File: src/design/dbg_ctl_pkg.sv
// package for the debugger control and status block
// assumes one system clock domain and a plain register port
package dbg_ctl_pkg;
  localparam logic [0:0] ADDR_CONTROL = 1'h0;
  localparam logic [0:0] ADDR_STATUS = 1'h1;
  localparam int BIT_MODE = 7;
  localparam int BIT_BRK_ENABLE = 5;
  localparam int BIT_SPIN = 4;
  localparam int BIT_CHIP_RESET = 0;
  localparam int BIT_IDLE = 7;
  localparam int BIT_HALT = 6;
  localparam int BIT_RDPROT = 5;
  localparam logic [7:0] CONTROL_RESET = 8'h00;
  localparam logic [7:0] CONTROL_WMASK = 8'hF1;
  localparam int RESET_SEQ_CYCLES = 16;
  typedef struct packed {
    logic [0:0] addr;
    logic [7:0] wdata;
    logic wr;
    logic rd;
  } reg_req_s;
endpackage

File: src/design/dbg_sync3.sv
// three-stage synchroniser with agreement of stages two and three
// assumes one clock; the first stage feeds only the second
`timescale 1ns/1ns
`default_nettype none
module dbg_sync3 (
  // clock, reset, enable
  input wire logic i_clk,
  input wire logic i_rst,
  input wire logic i_ce,
  // data
  input wire logic i_d,
  output logic o_q
);
  logic s1_ff, s2_ff, s3_ff, q_ff;
  logic nxt_q;
  always_comb begin
    nxt_q = q_ff;
    if (s2_ff == s3_ff) begin
      nxt_q = s3_ff;
    end
  end
  always_ff @(posedge i_clk or posedge i_rst) begin
    if (i_rst) begin
      s1_ff <= 1'b0;
      s2_ff <= 1'b0;
      s3_ff <= 1'b0;
      q_ff <= 1'b0;
    end else if (i_ce) begin
      s1_ff <= i_d;
      s2_ff <= s1_ff;
      s3_ff <= s2_ff;
      q_ff <= nxt_q;
    end
  end
  assign o_q = q_ff;
endmodule
`default_nettype wire

File: src/design/dbg_ctl.sv
// debugger control and status registers with breakpoint handling
// assumes cpu strobes on this clock; halt and read-protect pins are async
//
// The placing of the registers and strobed register access are this design's own decisions.
`timescale 1ns/1ns
`default_nettype none
// Notes on behaviour
// - break with spin clear sets debugger mode
// - break with spin set makes cpu repeat
// - chip reset request resets all but debugger
// - chip reset request self clears when done
// - idle bit shows mode or break since write
// - halt bit shows low power halt state
// - protect bit is inverse of option bit
module dbg_ctl
  import dbg_ctl_pkg::*;
#(
  parameter int RESET_CYCLES = RESET_SEQ_CYCLES
) (
  // clock, reset, enable
  input wire logic I_MCLK,
  input wire logic I_RESET,
  input wire logic I_CE,
  // register port
  input wire logic [0:0] I_ADDR,
  input wire logic [7:0] I_WDATA,
  input wire logic I_WR,
  input wire logic I_RD,
  output logic [7:0] O_RDATA,
  // cpu side
  input wire logic I_BRK_DECODE,
  input wire logic I_HALT_STATE,
  input wire logic I_RDPROT_OPTION,
  output logic O_DEBUG_MODE,
  output logic O_CPU_REPEAT,
  output logic O_CHIP_RESET
);
  typedef enum logic [0:0] {
    RS_IDLE = 1'b0,
    RS_BUSY = 1'b1
  } rst_e;
  localparam int CW = $clog2(RESET_CYCLES + 1);
  initial begin
    if (RESET_CYCLES < 1) begin
      $error("RESET_CYCLES must be at least one");
    end
  end
  reg_req_s req;
  logic [7:0] ctl_ff, nxt_ctl;
  logic brk_seen_ff, nxt_brk_seen;
  logic [7:0] rdata_ff, nxt_rdata;
  rst_e rst_ff, nxt_rst;
  logic [CW-1:0] cnt_ff, nxt_cnt;
  logic halt_s, optn_s;
  logic brk_en, spin;
  logic [7:0] status;
  function automatic logic hit(input reg_req_s r, input logic [0:0] a);
    hit = (r.addr == a);
  endfunction
  assign req = '{addr: I_ADDR, wdata: I_WDATA, wr: I_WR, rd: I_RD};
  dbg_sync3 u_sync_halt (
    .i_clk(I_MCLK),
    .i_rst(I_RESET),
    .i_ce(I_CE),
    .i_d(I_HALT_STATE),
    .o_q(halt_s)
  );
  dbg_sync3 u_sync_optn (
    .i_clk(I_MCLK),
    .i_rst(I_RESET),
    .i_ce(I_CE),
    .i_d(I_RDPROT_OPTION),
    .o_q(optn_s)
  );
  assign brk_en = ctl_ff[BIT_BRK_ENABLE];
  assign spin = ctl_ff[BIT_SPIN];
  always_comb begin
    status = 8'h00;
    status[BIT_IDLE] = ctl_ff[BIT_MODE] | brk_seen_ff;
    status[BIT_HALT] = halt_s;
    status[BIT_RDPROT] = ~optn_s;
  end
  always_comb begin
    nxt_ctl = ctl_ff;
    nxt_brk_seen = brk_seen_ff;
    nxt_rdata = rdata_ff;
    nxt_rst = rst_ff;
    nxt_cnt = cnt_ff;
    if (req.wr && hit(req, ADDR_CONTROL)) begin
      // reserved bits 3:1 are dropped so they always read zero; reserved bit 6 is stored
      nxt_ctl = req.wdata & CONTROL_WMASK;
      nxt_ctl[BIT_CHIP_RESET] = ctl_ff[BIT_CHIP_RESET] |
        req.wdata[BIT_CHIP_RESET];
      nxt_brk_seen = 1'b0;
    end
    // a break in the same cycle as a write still counts
    if (I_BRK_DECODE && brk_en) begin
      nxt_brk_seen = 1'b1;
      if (!spin) begin
        nxt_ctl[BIT_MODE] = 1'b1;
      end
    end
    case (rst_ff)
      RS_IDLE: begin
        if (ctl_ff[BIT_CHIP_RESET]) begin
          nxt_rst = RS_BUSY;
          nxt_cnt = CW'(RESET_CYCLES - 1);
        end
      end
      RS_BUSY: begin
        if (cnt_ff == '0) begin
          nxt_rst = RS_IDLE;
          // a fresh request landing on the last cycle wins over the clear
          nxt_ctl[BIT_CHIP_RESET] = req.wr && hit(req, ADDR_CONTROL) &&
            req.wdata[BIT_CHIP_RESET];
        end else begin
          nxt_cnt = cnt_ff - 1'b1;
        end
      end
      default: begin
        nxt_rst = RS_IDLE;
      end
    endcase
    // status writes fall through with no effect
    nxt_rdata = 8'h00;
    if (req.rd) begin
      nxt_rdata = hit(req, ADDR_STATUS) ? status : ctl_ff;
    end
  end
  always_ff @(posedge I_MCLK or posedge I_RESET) begin
    if (I_RESET) begin
      ctl_ff <= CONTROL_RESET;
      brk_seen_ff <= 1'b0;
      rdata_ff <= 8'h00;
      rst_ff <= RS_IDLE;
      cnt_ff <= '0;
    end else if (I_CE) begin
      ctl_ff <= nxt_ctl;
      brk_seen_ff <= nxt_brk_seen;
      rdata_ff <= nxt_rdata;
      rst_ff <= nxt_rst;
      cnt_ff <= nxt_cnt;
    end
  end
  assign O_RDATA = rdata_ff;
  assign O_DEBUG_MODE = ctl_ff[BIT_MODE];
  // cpu keeps re-executing the break while spin is selected
  assign O_CPU_REPEAT = brk_seen_ff & brk_en & spin;
  assign O_CHIP_RESET = (rst_ff == RS_BUSY);
endmodule
`default_nettype wire

File: config.mk
export PLATFORM = sky130hd
export DESIGN_NAME = dbg_ctl
export DESIGN_NICKNAME = d
export VERILOG_FILES = /design/src/design/dbg_ctl_pkg.sv /design/src/design/dbg_sync3.sv /design/src/design/dbg_ctl.sv
export SDC_FILE = /design/constraint.sdc
export NUM_CORES = 1
export LEC_CHECK = 0
export BUFFER_PORTS_ARGS = -buffer_cell sky130_fd_sc_hd__buf_2
export CAP_MARGIN = 30
export CORE_MARGIN = 8
export CORE_UTILIZATION = 55
export DETAILED_ROUTE_END_ITERATION = 16
export PLACE_DENSITY_LB_ADDON = 0.15
export SYNTH_ARGS = -nofsm -noshare
export SYNTH_HDL_FRONTEND = slang
export SYNTH_SLANG_ARGS = --single-unit
File: constraint.sdc
create_clock -name I_MCLK -period 3.1 [get_ports I_MCLK]
set_clock_uncertainty 0.15 [all_clocks]
set_input_delay 0.155 -clock I_MCLK [delete_from_list [all_inputs] [get_ports I_MCLK]]
set_output_delay 0.155 -clock I_MCLK [all_outputs]
set_load 0.01 [all_outputs]
* Word level (Yosys, flattened, before mapping)
Cells that the tools add are included.
** Storage, ports and cells
- Word-level logic and storage cells :: 51
- Register bits after elaboration :: 28
** Operators by class
- Equality and inequality tests :: 4
- Add/subtract/negate cells :: 1
- Bitwise logic cells :: 7
- Multiplexer cells :: 15
- Reduce and logical (&&, ||, !) cells :: 10
** Operators by type and width (number)
- 2-to-1 mux 8 bit :: 3
- 2-to-1 mux 5 bit :: 2
- case mux 5 bit (2 select lines) :: 1
- 2-to-1 mux 1 bit :: 8
- AND reduction 2 bit :: 4
- zero test 5 bit :: 1
- subtractor 5 x 1 -> 5 bit, second input constant :: 1
- inequality test 2 bit, second input constant :: 2
- logical AND 1 bit :: 3
- NOT 1 bit :: 3
- AND reduction 3 bit :: 1
- AND 1 bit :: 2
- equality test 1 bit :: 2
- OR 1 bit :: 2
- case mux 1 bit (2 select lines) :: 1
- nonzero test 2 bit :: 1

* Depth between registers and ports, before layout
- Word-level depth :: 5
- Mapped depth :: 5

* Hierarchy
A second synthesis with hierarchy kept.
** Second synthesis, totals
- Cell total of the unflattened synthesis :: 107
- Area, all modules :: 1143.6 um^2
** By module, submodules not included
- dbg_ctl :: instances 1, area each 825.8 um^2, sequential area each 425.4 um^2, cells each 81
- dbg_sync3 :: instances 2, area each 158.9 um^2, sequential area each 100.1 um^2, cells each 13

* Worst setup path after synthesis
No wires, ideal clock.
- Kind :: register to register
- Start point :: register cnt_ff[0]
- End point :: register cnt_ff[2]
- Buffers on the path :: 0
- Cell stages (with the launch flop) :: 6
- Arrival time :: 1329 ps
- Period minus slack after synthesis :: 1600 ps
- Slack :: 1500 ps
- Cells stage by stage :: dfrtp_1 inv_1 ha_1 nor4b_4 o22ai_1 a22o_1
** On the way
- Cells in the longest elaborated chain, start to end :: 3
- Elaborated cells between the ends (all ways) :: 6
- Those cells by class :: 1 x add/sub; 1 x eq/ne; 2 x mux; 2 x reduce/logical
** Ends and longest elaborated chain
- start: declaration :: RTL line dbg_ctl.sv:53 : logic [CW-1:0] cnt_ff, nxt_cnt;
- start signal: assignment :: RTL line dbg_ctl.sv:142 : cnt_ff <= nxt_cnt;
- subtractor 5 x 1 -> 5 bit / zero test 5 bit (equally long branches) :: RTL line dbg_ctl.sv:117, dbg_ctl.sv:111
- 2-to-1 mux 5 bit / inequality test 2 bit (equally long branches)
- case mux 5 bit (2 select lines) / AND reduction 3 bit (equally long branches)
Parallel ways exist; a longest one is shown, timed or not. The select of a mux whose other input is x is not followed.
A chain may end at the register's enable or synchronous reset.

* Worst setup path in the final report
Ends and elaborated chain as after synthesis.

==> flow_summary.json <==
{
  "crit_type": "reg -> reg",
  "synthArstFlopShare_pct": 100,
  "crit_buf_inv": 1,
  "antenna_left": 0,
  "power.density_mw_per_mm2": 636,
  "ys.flop_type": "dfrtp_1",
  "die_w_um": 61.5,
  "numCtsBuffers": 3,
  "synth_top_area_share_pct": 55.0,
  "cts_tree": "yes",
  "synth_seq_cells": 25,
  "synth_commonest_cells": "dfrtp_1 (25), inv_1 (10), o22ai_1 (10)",
  "cp_slowest_cell": "dfrtp_1",
  "grt_overflow_total": 0,
  "end_kind": "register",
  "setup_ws_ps": 1300,
  "max_stage_delay_ps": 450,
  "wl_per_cell_um": 13.9,
  "syn_area_sq_mm": 0.00114,
  "diodes": 0,
  "hold_class": "in -> reg",
  "cp_data_arrival_time_ps": 1890,
  "register_area_sq_um": 626,
  "cap_violations": 0,
  "dr.first_iter.drc_count": 16,
  "place_congestion": 0.752,
  "period_share_pct": 58.2,
  "min_from": "I_ADDR",
  "hold_viol_final": 0,
  "max-slew-margin-rel_pct": 38.2,
  "grt_pass1_wl_um": 3750,
  "grt_pass1_vias": 886,
  "status": "finished, final reports clean",
  "ys.warnings.count": 0,
  "min_period_ps": 1800,
  "synth.avg_cell_area_sq_um": 10.9,
  "crit_required_ps": 3190,
  "yosysTopAreaCell": "dfrtp_1",
  "grt.total_usage_pct": 13.4,
  "area_delta_synth_final_pct": 21.6,
  "dieArea_sq_mm": 0.00378,
  "clkTransAtPathRegs_ps": 140,
  "cp-startpoint": "cnt_ff[0]",
  "cp_top_family": "flip-flops",
  "root_buffer": "clkbuf_4",
  "multi_input_area_sq_um": 443,
  "nets": 154,
  "peakVddDrop_mv": 0.455,
  "crit_fanout": 8,
  "fp.dieH_um": 61.5,
  "rsz0062_at_grt": "no",
  "antenna_found_initial": 0,
  "insertion_delay_ps": 330,
  "crit_path_start_kind": "register",
  "initial_core_util_pct": 58.0,
  "yosysUniqueCellTypes": 27,
  "dp_hpwl_um": 1540,
  "timing.rr.start": "cnt_ff[0]",
  "grt_start_max_net_pins": 31,
  "core_sq_mm": 0.00196,
  "p_leak_uw": 0.000659,
  "cts_buffer_depth": 2,
  "slew_violations": 0,
  "drive_gt1_share_pct": 27.4,
  "vias": 871,
  "tns_ps": 0,
  "synthCells": 104,
  "drcViolationCount": 0,
  "cts_resized": 0,
  "synth_edf_count": 0,
  "setup_viol": 0,
  "synth.most_common_cell": "dfrtp_1",
  "rows": 16,
  "fmax_ghz": 0.555,
  "cts_max_level": 1,
  "tightest_slew_ps": 927,
  "first_pass_iters": 4,
  "io_buffers": 21,
  "n_fill_cell": 158,
  "dpl_worst_slack_ps": 1330,
  "routed_wirelength_um": 2260,
  "clock_sinks": 25,
  "worstPathCellList": "inv_1 > ha_1 > nor4b_4 > o22ai_1 > a22o_1",
  "synth.area.top_cells": "dfrtp_1 (55%), mux2_2 (8.9%), o22ai_1 (5.5%)",
  "seq_area_frac_synth_pct": 55.0,
  "io_pins": 28,
  "viasPerCell": 5.38
}
## report_power, final
group / switching (uW) / total [uW] / internal [uW] / leakage, uW
combinational: 114 / 245 / 130 / 0.000342
sequential: 83.5 / 487 / 403 / 0.000299
clock: 99.7 / 148 / 48.5 / 0.0000177
## metal layers
layer	GRT usage (%)	vias to the layer above	part of all wire [%]
met1	14.6	412	42
met3	2.71	7	5.4
met2	23.4	27	50
met5	0	-	0
li1	-	425	-
met4	7.79	0	2.7
## cells in the final DEF (no fill, tap or decap), types with 2 or more instances in the layout
cell type / netlist / routed
mux2i_1: 2 / 2
dfrtp_1: 25 / 25
a31oi_1: 3 / 3
buf_2: 1 / 21
clkbuf_4: 0 / 3
nand3b_1: 2 / 2
nand3_1: 4 / 4
conb_1: 1 / 3
mux2_2: 9 / 9
dlygate4sd3_1: 0 / 11
nor2_1: 2 / 2
a21oi_1: 8 / 8
inv_1: 10 / 10
o21ai_0: 2 / 2
o22ai_1: 10 / 10
nand2b_1: 3 / 3
nand2_1: 6 / 6
## registers in the layout, indices dropped and copies added, names as in the netlist
register,flops
O_RDATA,5
cnt_ff,5
ctl_ff,5
O_CHIP_RESET,1
brk_seen_ff,1
u_sync_halt.o_q,1
u_sync_halt.s1_ff,1
u_sync_halt.s2_ff,1
u_sync_halt.s3_ff,1
u_sync_optn.o_q,1
u_sync_optn.s1_ff,1
u_sync_optn.s2_ff,1
u_sync_optn.s3_ff,1
## cell type report
| type | count | share of cell area (%) |
|---|---|---|
| clock buffer | 3 | 1.63 |
| timing repair buffer | 32 | 15.6 |
| multi-input combinational | 64 | 32.0 |
| inverter | 10 | 2.71 |
| clock inverter | 1 | 0.362 |
| sequential | 25 | 45.2 |
| tap | 27 | 2.44 |
## worst paths after layout
| check | endpoint | slack, ps | cells after the start |
|---|---|---|---|
| hold / removal | O_RDATA[5] | 30 | 4 |
| min in group asynchronous | u_sync_halt.s1_ff | 400 | 3 |
| max in group asynchronous | ctl_ff[4] | 1830 | 3 |
| setup / recovery | cnt_ff[2] | 1300 | 5 |
| setup reg to reg | cnt_ff[2] | 1300 | 5 |
| hold reg to reg | u_sync_optn.o_q | 360 | 2 |
## worst register-to-register path, cell delays in order (launching register included)
cell and delay, ps:
dfrtp_1 450, inv_1 100, ha_1 200, nor4b_4 420, o22ai_1 150, a22o_1 250
## cell families after synthesis
kind of cell / Yosys count / synth area share [%]
DFF: 25 / 55.0
other: 1 / 0.330
muxes: 11 / 10.7
adders and majority gates: 1 / 1.10
and+or+nand+nor: 21 / 11.1
buffers and inverters: 17 / 6.71
AOI/OAI and AO/OA: 28 / 15.1
## through the flow
step           instance area, sq um  total power (uW)  util (%)  std cells  hold slack (ps)
3_5_place_dp                   1240               727      63.5        147              242
2_1_floorplan                  1140               657         -        106             32.3
6_report                       1380               880      70.5        162             32.5
3_3_place_gp                   1240               708      63.5        147              230
4_1_cts                        1380               886      70.5        162             19.0
5_1_grt                        1380               940      70.5        162             48.4
## timing repair
item / in CTS / in global routing
setup buffers: 0 / 0
hold buffers: 11 / 0
hold endpoints to repair: 37 / 0
(Power assumes the default switching activity.)
